`src/hw/pbcsr_pkg.sv`:
```
`default_nettype none
package pbcsr_pkg;
    // Management addresses
    localparam logic [4:0] ADDR_CTRL = 5'h00;
    localparam logic [4:0] ADDR_STAT = 5'h01;
    // Frame opcodes
    localparam logic [1:0] OP_WRITE = 2'h1;
    localparam logic [1:0] OP_READ = 2'h2;
    // Frame field lengths, counted from zero
    localparam logic [4:0] HDR_LAST = 5'h0C;
    localparam logic [4:0] TA_LAST = 5'h01;
    localparam logic [4:0] DATA_LAST = 5'h0F;
    // Control bit positions
    localparam int CTRL_RESET = 15;
    localparam int CTRL_LOOP = 14;
    localparam int CTRL_SPD_LSB = 13;
    localparam int CTRL_AN_EN = 12;
    localparam int CTRL_PDOWN = 11;
    localparam int CTRL_ISO = 10;
    localparam int CTRL_AN_RST = 9;
    localparam int CTRL_DUPLEX = 8;
    localparam int CTRL_COLT = 7;
    localparam int CTRL_SPD_MSB = 6;
    localparam logic [15:0] CTRL_RST_VAL = 16'h3000;
    localparam logic [15:0] CTRL_WR_MASK = 16'hFFC0;
    // Status bit positions
    localparam int STAT_AN_DONE = 5;
    localparam int STAT_RFAULT = 4;
    localparam int STAT_LINK = 2;
    localparam int STAT_JABBER = 1;
    localparam logic [15:0] STAT_FIXED = 16'h7949;
    // Speed codes {msb, lsb}
    localparam logic [1:0] SPD_10 = 2'h0;
    localparam logic [1:0] SPD_100 = 2'h1;
    // Software reset hold time
    localparam int CLK_PERIOD_NS = 10;
    localparam int SOFT_RST_NS = 1000;
    localparam int SOFT_RST_CYC = SOFT_RST_NS / CLK_PERIOD_NS;
    localparam logic [7:0] SOFT_RST_LOAD = 8'(SOFT_RST_CYC - 1);

    function automatic logic spd_code_ok(input logic [1:0] code);
        spd_code_ok = (code == SPD_10) || (code == SPD_100);
    endfunction : spd_code_ok

    typedef enum logic [2:0] {
        SM_IDLE,
        SM_HDR,
        SM_TA,
        SM_DATA
    } pbcsr_sm_t;
endpackage : pbcsr_pkg
`default_nettype wire

```
`src/hw/pbcsr_mgmt_if.sv`:
```
`timescale 1ns/10ps
`default_nettype none
interface pbcsr_mgmt_if;
    logic wr_stb;
    logic rd_stb;
    logic [4:0] addr;
    logic [15:0] wdata;
    logic [15:0] rdata;
    modport port_side (
        output wr_stb,
        output rd_stb,
        output addr,
        output wdata,
        input rdata
    );
    modport reg_side (
        input wr_stb,
        input rd_stb,
        input addr,
        input wdata,
        output rdata
    );
endinterface : pbcsr_mgmt_if
`default_nettype wire

```
`src/hw/pbcsr_latch_bit.sv`:
```
`timescale 1ns/10ps
`default_nettype none
module pbcsr_latch_bit #(
    parameter bit LATCH_HIGH = 1'b1
) (
    input wire logic i_clk,
    input wire logic i_rst,
    input wire logic i_clr,
    input wire logic i_cond,
    input wire logic i_rd,
    output logic o_val
);
    logic val_ff;
    logic nxt_val;

    // A condition present during the read keeps the bit latched
    always_comb
    begin
        if (LATCH_HIGH)
            nxt_val = i_cond | (val_ff & ~i_rd);
        else
            nxt_val = i_cond & (val_ff | i_rd);
    end

    always_ff @(posedge i_clk)
    begin
        if (i_rst || i_clr)
            val_ff <= 1'b0;
        else
            val_ff <= nxt_val;
    end

    assign o_val = val_ff;
endmodule : pbcsr_latch_bit
`default_nettype wire

```
`src/hw/pbcsr_serial_management_port.sv`:
```
`timescale 1ns/10ps
`default_nettype none
module pbcsr_serial_management_port
    import pbcsr_pkg::*;
(
    input wire logic i_clk,
    input wire logic i_rst,
    input wire logic [4:0] i_phy_addr,
    input wire logic i_mdc,
    input wire logic i_mdio,
    output logic o_mdio,
    output logic o_mdio_oe,
    pbcsr_mgmt_if.port_side mgmt
);
    pbcsr_sm_t state_ff;
    logic mdc_ff;
    logic [4:0] cnt_ff;
    logic [11:0] hdr_ff;
    logic [15:0] sh_ff;
    logic rd_ff;
    logic mine_ff;
    logic [4:0] reg_ff;
    logic wr_stb_ff;
    logic rd_stb_ff;
    logic [15:0] wdata_ff;
    logic out_ff;
    logic oe_ff;
    logic rise;
    logic [12:0] hdr_all;

    assign rise = i_mdc & ~mdc_ff;
    assign hdr_all = {hdr_ff, i_mdio};

    always_ff @(posedge i_clk)
    begin
        if (i_rst)
            mdc_ff <= 1'b0;
        else
            mdc_ff <= i_mdc;
    end

    // Frame sequencer; no preamble needed, first zero is start
    always_ff @(posedge i_clk)
    begin
        if (i_rst)
        begin
            state_ff <= SM_IDLE;
            cnt_ff <= 5'h00;
            hdr_ff <= 12'h000;
            rd_ff <= 1'b0;
            mine_ff <= 1'b0;
            reg_ff <= 5'h00;
        end
        else if (rise)
        begin
            cnt_ff <= cnt_ff + 5'h01;
            case (state_ff)
                SM_IDLE:
                begin
                    cnt_ff <= 5'h00;
                    if (!i_mdio)
                        state_ff <= SM_HDR;
                end
                SM_HDR:
                begin
                    hdr_ff <= hdr_all[11:0];
                    if (cnt_ff == HDR_LAST)
                    begin
                        cnt_ff <= 5'h00;
                        rd_ff <= (hdr_all[11:10] == OP_READ);
                        mine_ff <= (hdr_all[9:5] == i_phy_addr) &&
                            ((hdr_all[11:10] == OP_READ) ||
                             (hdr_all[11:10] == OP_WRITE));
                        reg_ff <= hdr_all[4:0];
                        state_ff <= hdr_all[12] ? SM_TA : SM_IDLE;
                    end
                end
                SM_TA:
                begin
                    if (cnt_ff == TA_LAST)
                    begin
                        cnt_ff <= 5'h00;
                        state_ff <= SM_DATA;
                    end
                end
                SM_DATA:
                begin
                    if (cnt_ff == DATA_LAST)
                        state_ff <= SM_IDLE;
                end
                default:
                    state_ff <= SM_IDLE;
            endcase
        end
    end

    // Read strobe one cycle after the header; data captured with it
    always_ff @(posedge i_clk)
    begin
        if (i_rst)
            rd_stb_ff <= 1'b0;
        else
            rd_stb_ff <= rise && state_ff == SM_HDR &&
                cnt_ff == HDR_LAST && hdr_all[12] &&
                hdr_all[11:10] == OP_READ &&
                hdr_all[9:5] == i_phy_addr;
    end

    always_ff @(posedge i_clk)
    begin
        if (i_rst)
        begin
            wr_stb_ff <= 1'b0;
            wdata_ff <= 16'h0000;
        end
        else
        begin
            wr_stb_ff <= rise && state_ff == SM_DATA &&
                cnt_ff == DATA_LAST && mine_ff && !rd_ff;
            if (rise && state_ff == SM_DATA && cnt_ff == DATA_LAST)
                wdata_ff <= {sh_ff[14:0], i_mdio};
        end
    end

    // Shift register and pin drive; host samples on rising edges
    always_ff @(posedge i_clk)
    begin
        if (i_rst)
        begin
            sh_ff <= 16'h0000;
            out_ff <= 1'b1;
            oe_ff <= 1'b0;
        end
        else if (rd_stb_ff)
            sh_ff <= mgmt.rdata;
        else if (rise)
        begin
            if (state_ff == SM_TA && mine_ff && rd_ff)
            begin
                oe_ff <= 1'b1;
                out_ff <= (cnt_ff == TA_LAST) ? sh_ff[15] : 1'b0;
                if (cnt_ff == TA_LAST)
                    sh_ff <= {sh_ff[14:0], 1'b0};
            end
            else if (state_ff == SM_DATA && rd_ff)
            begin
                out_ff <= sh_ff[15];
                sh_ff <= {sh_ff[14:0], 1'b0};
                if (cnt_ff == DATA_LAST)
                    oe_ff <= 1'b0;
            end
            else if (state_ff == SM_DATA)
                sh_ff <= {sh_ff[14:0], i_mdio};
            else
                oe_ff <= 1'b0;
        end
    end

    assign mgmt.wr_stb = wr_stb_ff;
    assign mgmt.rd_stb = rd_stb_ff;
    assign mgmt.addr = reg_ff;
    assign mgmt.wdata = wdata_ff;
    assign o_mdio = out_ff;
    assign o_mdio_oe = oe_ff;
endmodule : pbcsr_serial_management_port
`default_nettype wire

```
`src/hw/pbcsr_top.sv`:
```
// Functional notes
// RULE1: Writing reset bit restores register defaults, then the bit self-clears.
// RULE2: Host waits one microsecond after setting reset before next access.
// RULE3: Loopback bit loops data back at current speed and duplex.
// RULE4: Speed code {bit6,bit13}: 00 is 10M, 01 is 100M, rest reserved.
// RULE5: Bit 12 enables auto-negotiation; resets to one.
// RULE6: Bit 11 puts the device in power-down; resets to zero.
// RULE7: Bit 10 disables MAC-side outputs and ignores MAC-side inputs.
// RULE8: Writing one to bit 9 restarts auto-negotiation; bit self-clears.
// RULE9: Bit 8 selects full duplex when one, half when zero.
// RULE10: Bit 7 enables collision test; resets to zero.
// RULE11: Status 15..9 show fixed capabilities, TX and 10T modes only.
// RULE12: Status bit 8 always one, extended status present.
// RULE13: Status bit 6 one, frames accepted without preamble.
// RULE14: Status bit 4 latches high on far-end fault until read.
// RULE15: Status bit 2 shows link, latches low on loss until read.
// RULE16: Status bit 1 latches high on jabber.
// RULE17: Status bit 0 always one, extended registers present.
// RULE18: Host keeps page select at zero before accessing control.
// RULE19: Host polls control until reset bit reads zero.
// RULE20: Read-only bits ignore writes; status read releases ended latches.
// RULE21: Status bit 5 shows negotiation done; bit 3 always one.
`timescale 1ns/10ps
`default_nettype none
module pbcsr_top
    import pbcsr_pkg::*;
(
    input wire logic i_clk,
    input wire logic i_rst,
    input wire logic [4:0] i_phy_addr,
    input wire logic i_mdc,
    input wire logic i_mdio,
    output logic o_mdio,
    output logic o_mdio_oe,
    input wire logic i_link_up,
    input wire logic i_remote_fault,
    input wire logic i_jabber,
    input wire logic i_an_complete,
    input wire logic i_mac_tx_en,
    input wire logic i_line_rx_dv,
    output logic o_line_tx_en,
    output logic o_mac_rx_dv,
    output logic o_mac_out_en,
    output logic o_loopback,
    output logic o_speed_100,
    output logic o_full_duplex,
    output logic o_an_enable,
    output logic o_an_restart,
    output logic o_power_down,
    output logic o_isolate,
    output logic o_col_test,
    output logic o_soft_reset
);
    pbcsr_mgmt_if mgmt ();

    logic [15:0] ctrl_ff;
    logic [7:0] srst_cnt_ff;
    logic speed_100_ff;
    logic an_restart_ff;
    logic line_tx_en_ff;
    logic mac_rx_dv_ff;
    logic mac_out_en_ff;
    logic rfault;
    logic link;
    logic jabber;
    logic stat_rd;
    logic ctrl_wr;
    logic srst_busy;
    logic srst_done;
    logic srst_start;
    logic [1:0] spd_code;
    logic [15:0] stat_val;
    logic [15:0] rdata;

    pbcsr_serial_management_port u_port (
        .i_clk(i_clk),
        .i_rst(i_rst),
        .i_phy_addr(i_phy_addr),
        .i_mdc(i_mdc),
        .i_mdio(i_mdio),
        .o_mdio(o_mdio),
        .o_mdio_oe(o_mdio_oe),
        .mgmt(mgmt.port_side)
    );

    // Strobe qualified by one register address
    function automatic logic reg_hit(input logic stb, input logic [4:0] a,
        input logic [4:0] target);
        reg_hit = stb && (a == target);
    endfunction : reg_hit

    assign srst_busy = ctrl_ff[CTRL_RESET];
    assign srst_done = srst_busy && (srst_cnt_ff == 8'h00);
    // Writes during the reset hold are dropped; host should wait
    assign ctrl_wr = reg_hit(mgmt.wr_stb, mgmt.addr, ADDR_CTRL) &&
        !srst_busy; // RULE2
    assign srst_start = ctrl_wr && mgmt.wdata[CTRL_RESET];
    assign stat_rd = reg_hit(mgmt.rd_stb, mgmt.addr, ADDR_STAT);
    assign spd_code = {ctrl_ff[CTRL_SPD_MSB], ctrl_ff[CTRL_SPD_LSB]};

    // Control register; reset bit set starts the hold
    always_ff @(posedge i_clk)
    begin
        if (i_rst)
            ctrl_ff <= CTRL_RST_VAL;
        else if (srst_busy)
        begin
            ctrl_ff <= CTRL_RST_VAL; // RULE1
            ctrl_ff[CTRL_RESET] <= !srst_done; // RULE1
        end
        else if (srst_start)
        begin
            ctrl_ff <= CTRL_RST_VAL; // RULE1
            ctrl_ff[CTRL_RESET] <= 1'b1;
        end
        else if (ctrl_wr)
            ctrl_ff <= mgmt.wdata & CTRL_WR_MASK; // RULE20
        else
            ctrl_ff[CTRL_AN_RST] <= 1'b0; // RULE8
    end

    // Hold counter for the software reset
    always_ff @(posedge i_clk)
    begin
        if (i_rst)
            srst_cnt_ff <= 8'h00;
        else if (srst_start)
            srst_cnt_ff <= SOFT_RST_LOAD; // RULE1
        else if (srst_busy && srst_cnt_ff != 8'h00)
            srst_cnt_ff <= srst_cnt_ff - 8'h01;
    end

    // Reserved codes keep the last valid speed
    always_ff @(posedge i_clk)
    begin
        if (i_rst)
            speed_100_ff <= 1'b1;
        else if (spd_code_ok(spd_code))
            speed_100_ff <= (spd_code == SPD_100); // RULE4
    end

    // One-cycle restart pulse toward the negotiation engine
    always_ff @(posedge i_clk)
    begin
        if (i_rst)
            an_restart_ff <= 1'b0;
        else
            an_restart_ff <= ctrl_ff[CTRL_AN_RST]; // RULE8
    end

    // Latched status; cleared by either reset since none are sticky
    pbcsr_latch_bit #(
        .LATCH_HIGH(1'b1)
    ) u_rfault (
        .i_clk(i_clk),
        .i_rst(i_rst),
        .i_clr(srst_busy),
        .i_cond(i_remote_fault),
        .i_rd(stat_rd),
        .o_val(rfault)
    ); // RULE14

    pbcsr_latch_bit #(
        .LATCH_HIGH(1'b0)
    ) u_link (
        .i_clk(i_clk),
        .i_rst(i_rst),
        .i_clr(srst_busy),
        .i_cond(i_link_up),
        .i_rd(stat_rd),
        .o_val(link)
    ); // RULE15

    pbcsr_latch_bit #(
        .LATCH_HIGH(1'b1)
    ) u_jabber (
        .i_clk(i_clk),
        .i_rst(i_rst),
        .i_clr(srst_busy),
        .i_cond(i_jabber),
        .i_rd(stat_rd),
        .o_val(jabber)
    ); // RULE16

    // Status word; fixed bits come from one constant
    always_comb
    begin
        stat_val = STAT_FIXED; // RULE11 RULE12 RULE13 RULE17 RULE21
        stat_val[STAT_AN_DONE] = i_an_complete; // RULE21
        stat_val[STAT_RFAULT] = rfault; // RULE14
        stat_val[STAT_LINK] = link; // RULE15
        stat_val[STAT_JABBER] = jabber; // RULE16
    end

    // Other addresses read zero
    always_comb
    begin
        case (mgmt.addr)
            ADDR_CTRL:
                rdata = ctrl_ff;
            ADDR_STAT:
                rdata = stat_val;
            default:
                rdata = 16'h0000;
        endcase
    end

    assign mgmt.rdata = rdata;

    // MAC-side gating; loopback turns transmit back to receive
    always_ff @(posedge i_clk)
    begin
        if (i_rst)
            mac_out_en_ff <= !CTRL_RST_VAL[CTRL_ISO];
        else
            mac_out_en_ff <= !ctrl_ff[CTRL_ISO]; // RULE7
    end

    always_ff @(posedge i_clk)
    begin
        if (i_rst)
            line_tx_en_ff <= 1'b0;
        else
            line_tx_en_ff <= i_mac_tx_en && !ctrl_ff[CTRL_ISO] &&
                !ctrl_ff[CTRL_PDOWN] && !ctrl_ff[CTRL_LOOP]; // RULE7
    end

    // Isolate and power-down outrank loopback
    always_ff @(posedge i_clk)
    begin
        if (i_rst)
            mac_rx_dv_ff <= 1'b0;
        else if (ctrl_ff[CTRL_ISO] || ctrl_ff[CTRL_PDOWN])
            mac_rx_dv_ff <= 1'b0; // RULE6 RULE7
        else if (ctrl_ff[CTRL_LOOP])
            mac_rx_dv_ff <= i_mac_tx_en; // RULE3
        else
            mac_rx_dv_ff <= i_line_rx_dv;
    end

    // Mode outputs toward the datapath
    // Reset values follow the control default so both resets agree
    always_ff @(posedge i_clk)
    begin
        if (i_rst)
            o_loopback <= CTRL_RST_VAL[CTRL_LOOP];
        else
            o_loopback <= ctrl_ff[CTRL_LOOP]; // RULE3
    end

    always_ff @(posedge i_clk)
    begin
        if (i_rst)
            o_full_duplex <= CTRL_RST_VAL[CTRL_DUPLEX];
        else
            o_full_duplex <= ctrl_ff[CTRL_DUPLEX]; // RULE9
    end

    always_ff @(posedge i_clk)
    begin
        if (i_rst)
            o_an_enable <= CTRL_RST_VAL[CTRL_AN_EN];
        else
            o_an_enable <= ctrl_ff[CTRL_AN_EN]; // RULE5
    end

    always_ff @(posedge i_clk)
    begin
        if (i_rst)
            o_power_down <= CTRL_RST_VAL[CTRL_PDOWN];
        else
            o_power_down <= ctrl_ff[CTRL_PDOWN]; // RULE6
    end

    always_ff @(posedge i_clk)
    begin
        if (i_rst)
            o_isolate <= CTRL_RST_VAL[CTRL_ISO];
        else
            o_isolate <= ctrl_ff[CTRL_ISO]; // RULE7
    end

    always_ff @(posedge i_clk)
    begin
        if (i_rst)
            o_col_test <= CTRL_RST_VAL[CTRL_COLT];
        else
            o_col_test <= ctrl_ff[CTRL_COLT]; // RULE10
    end

    always_ff @(posedge i_clk)
    begin
        if (i_rst)
            o_soft_reset <= CTRL_RST_VAL[CTRL_RESET];
        else
            o_soft_reset <= srst_busy; // RULE1
    end

    assign o_speed_100 = speed_100_ff;
    assign o_an_restart = an_restart_ff;
    assign o_line_tx_en = line_tx_en_ff;
    assign o_mac_rx_dv = mac_rx_dv_ff;
    assign o_mac_out_en = mac_out_en_ff;
endmodule : pbcsr_top
`default_nettype wire

```
`config.mk`:
```
export PLATFORM = sky130hd
export DESIGN_NAME = pbcsr_top
export DESIGN_NICKNAME = d
export VERILOG_FILES = /design/src/hw/pbcsr_pkg.sv /design/src/hw/pbcsr_mgmt_if.sv /design/src/hw/pbcsr_latch_bit.sv /design/src/hw/pbcsr_serial_management_port.sv /design/src/hw/pbcsr_top.sv
export SDC_FILE = /design/constraint.sdc
export NUM_CORES = 1
export LEC_CHECK = 0
export BUFFER_PORTS_ARGS = -buffer_cell sky130_fd_sc_hd__buf_2
export CAP_MARGIN = 20
export CORE_UTILIZATION = 55
export DETAILED_ROUTE_END_ITERATION = 6
export GPL_ROUTABILITY_DRIVEN = 1
export PLACE_DENSITY = 0.8
export SLEW_MARGIN = 30
export SYNTH_ARGS = -nofsm -noshare
export SYNTH_HDL_FRONTEND = slang
export SYNTH_SLANG_ARGS = --single-unit
export TNS_END_PERCENT = 50
```
`constraint.sdc`:
```
create_clock -name i_clk -period 3.3 [get_ports i_clk]
set_input_delay 0.66 -clock i_clk [delete_from_list [all_inputs] [get_ports i_clk]]
set_output_delay 0.66 -clock i_clk [all_outputs]
set_load 0.01 [all_outputs]
```
==> flow_metrics.env <==
export IMPL_status="finished, violations left"
export IMPL_violations="DRC"
export IMPL_grt_first_pass_wirelength_um=12720
export IMPL_max_stage_delay_ns=0.77
export IMPL_async_flop_share=0
export IMPL_worstHoldPathCells=2
export IMPL_clock_sinks=90
export IMPL_slew_violations=0
export IMPL_ys_flop_type="dfxtp_1"
export IMPL_wl_met3_um=174
export IMPL_synth_edf_count=0
export IMPL_dp_cells=495
export IMPL_dpl_cell_area_um2=3921
export IMPL_vias=2963
export IMPL_cp_num_buf_inv=0
export IMPL_r2r_end="u_port.sh_ff[12]"
export IMPL_worst_setup_path_start_kind="flip-flop"
export IMPL_core_um2=6459
export IMPL_total_power_mw=1.826
export IMPL_crit_family="simple AND/OR/NAND/NOR gates"
export IMPL_clk_pin_slew_ns=0.09
export IMPL_hold_ws_ns=0.4589
export IMPL_post_route_min_period_ns=2.438
export IMPL_layoutNonFillerInstCount=511
export IMPL_cts_made_buffers=9
export IMPL_hold_start="u_port.hdr_ff[11]"
export IMPL_die_h_um=84.67
export IMPL_cts_hold_buffers_added=0
export IMPL_fin_crit_sh=0.7388
export IMPL_grt_max_degree=32
export IMPL_dr_wl_met2_um=3551
export IMPL_post_cts_buffers=0
export IMPL_synth_distinct_cells=54
export IMPL_dr_pass1_iters=7
export IMPL_first_global_vias=2811
export IMPL_antenna_found_initial=0
export IMPL_htree_num_levels=3
export IMPL_finalWorstSetupSlack_ns=0.8620
export IMPL_setup_violations=0
export IMPL_r2r_start="u_port.mgmt.rd_stb"
export IMPL_hold_path_end="u_port.mgmt.rd_stb"
export IMPL_antenna_cells=0
export IMPL_fp_row_count=29
export IMPL_worstSkewPairLatency_ns=0.36
export IMPL_p_leak_nw=1.437
export IMPL_top_layer="met4"
export IMPL_die_x_um=84.67
export IMPL_cts_resized_gates=0
export IMPL_synthCells=409
export IMPL_synth_seq_area_share=0.4794
export IMPL_vias_per_cell=5.798
export IMPL_hold_viol=0
export IMPL_most_common_layout_cells="dfxtp_1, nor2_1, nand2_1"
export IMPL_required_ns=3.58
export IMPL_reg2reg_setup_slack_ns=0.86
export IMPL_crit_chain="nor4b_1 > nor3b_2 > a221oi_1 > a221oi_2"
export IMPL_area_growth_pct=8.821
export IMPL_postRouteAntennaNets=0
export IMPL_crit_slowest_cell="dfxtp_1"
export IMPL_drt_iter0_markers=227
export IMPL_maxCapViolations=0
export IMPL_max_freq_mhz=410.2
export IMPL_yosysWarningCount=0
export IMPL_final_cell_area_um2=4090
export IMPL_critPathKind="flip-flop to flip-flop"
export IMPL_io_pins=29
export IMPL_timing_setup_tns_ns=0
export IMPL_power_density_nw_per_um2=446.5
export IMPL_avgRoutedWirePerCell_um=14.49
export IMPL_drc=2
export IMPL_drive_gt1_frac=0.1498
export IMPL_place_gp_congestion=0.7573
export IMPL_io_buffers=28
export IMPL_pre_cts_ws_ns=0.8849
export IMPL_max_slew_margin_rel=0.4589
export IMPL_root_buffer="clkbuf_8"
export IMPL_grt_total_usage=0.2216
export IMPL_rr_worst_depth=4
export IMPL_crit_path_end_kind="flip-flop"
export IMPL_avgSynthCellArea_um2=9.190
export IMPL_synth_area_um2=3759
export IMPL_ys_seq_elements=90
export IMPL_dieArea_um2=7168
export IMPL_rsz0062_at_grt="no"
export IMPL_overflow=0
export IMPL_cts_tree="built"
export IMPL_drt_met1_wl_um=3544
export IMPL_crit_fanout=20
export IMPL_clock_skew_ns=0.01154
export IMPL_holdCritPathClass="flip-flop to flip-flop"
export IMPL_dp_hpwl_um=5039
export IMPL_synthesis_nets=430
export IMPL_clockBufferDepth=2
export IMPL_layout_commonest_cell="dfxtp_1"
export IMPL_nNetsFinal=450
export IMPL_utilization=0.6333
export IMPL_critPathArrivalTime_ns=2.72
export IMPL_irDropWorstVdd_v=0.0002779
export IMPL_worst_slew_pin_slew_ns=0.8042
export IMPL_start_util=0.5819
export IMPL_drt_wl_total_um=7405
-- synth_stat cells (all sizes together), types with 7 or more instances --
master,count,area (um2)
mux2i,23,230.2
o21ai,10,50.05
nor2b,11,68.82
nor2,46,172.7
a221oi,12,142.6
dfxtp,90,1802
nor4,7,43.79
a22oi,9,67.56
nor3,11,55.05
a21oi,41,220.2
xor2,8,70.07
clkbuf,18,67.56
nand2,42,165.2
a21o,10,75.07
inv,9,33.78
-- where the power goes --
group | internal [mW] | switching (mW) | total [mW]
registers | 1.09 | 0.00619 | 1.10
clock network | 0.277 | 0.389 | 0.665
logic | 0.0231 | 0.0408 | 0.0639
-- worst max path at each step --
stage / from / endpoint / slack [ns] / cells after the start
3_3_place_gp: u_port.cnt_ff[0] / u_port.sh_ff[6] / 1.01 / 5
6_report: u_port.mgmt.rd_stb / u_port.sh_ff[12] / 0.86 / 4
2_1_floorplan: u_port.cnt_ff[0] / u_port.sh_ff[5] / 1.32 / 7
3_5_place_dp: u_port.mgmt.rd_stb / u_port.sh_ff[12] / 0.88 / 4
4_1_cts: u_port.mgmt.rd_stb / u_port.sh_ff[12] / 0.88 / 4
5_1_grt: u_port.mgmt.rd_stb / u_port.sh_ff[12] / 0.58 / 4
-- registers in the layout, summed over array words and instances (netlist names), 2 cells and up --
register,count
u_port.mgmt.addr,5
u_port.sh_ff,16
u_port.cnt_ff,5
u_port.state_ff,2
u_port.hdr_ff,12
ctrl_ff,10
srst_cnt_ff,8
u_port.mgmt.wdata,10
-- worst register-to-register path, cell delays in order (launching register included) --
cell      delay (ns)
dfxtp_1         0.77
nor4b_1         0.44
nor3b_2         0.63
a221oi_1        0.22
a221oi_2        0.31
-- metal layers --
metal | vias to the layer above | track usage
li1 | 1486 | -
met1 | 1430 | 0.2799
met2 | 35 | 0.3710
met3 | 12 | 0.04228
met4 | 0 | 0.09553
met5 | - | 0
-- cell type report --
cell class              count  area, um2
clock buffers              10      127.6
clock inverters             6      41.29
fillers                   596       2369
inverters                  10      37.54
multi-input cells         285       1808
flip-flops and latches     90       1802
well taps                  77      96.34
repair buffers             33      177.7
-- cells by family after synthesis --
| logic type | after synthesis | synth area share |
|---|---|---|
| muxes | 23 | 0.06125 |
| adders and majority gates | 6 | 0.01997 |
| and+or+nand+nor | 150 | 0.1991 |
| buffers and inverters | 34 | 0.03961 |
| DFF | 90 | 0.4794 |
| AOI/OAI and AO/OA | 96 | 0.1774 |
| xor gates and xnor gates | 10 | 0.02330 |
Power figures use the tool's default switching activity.
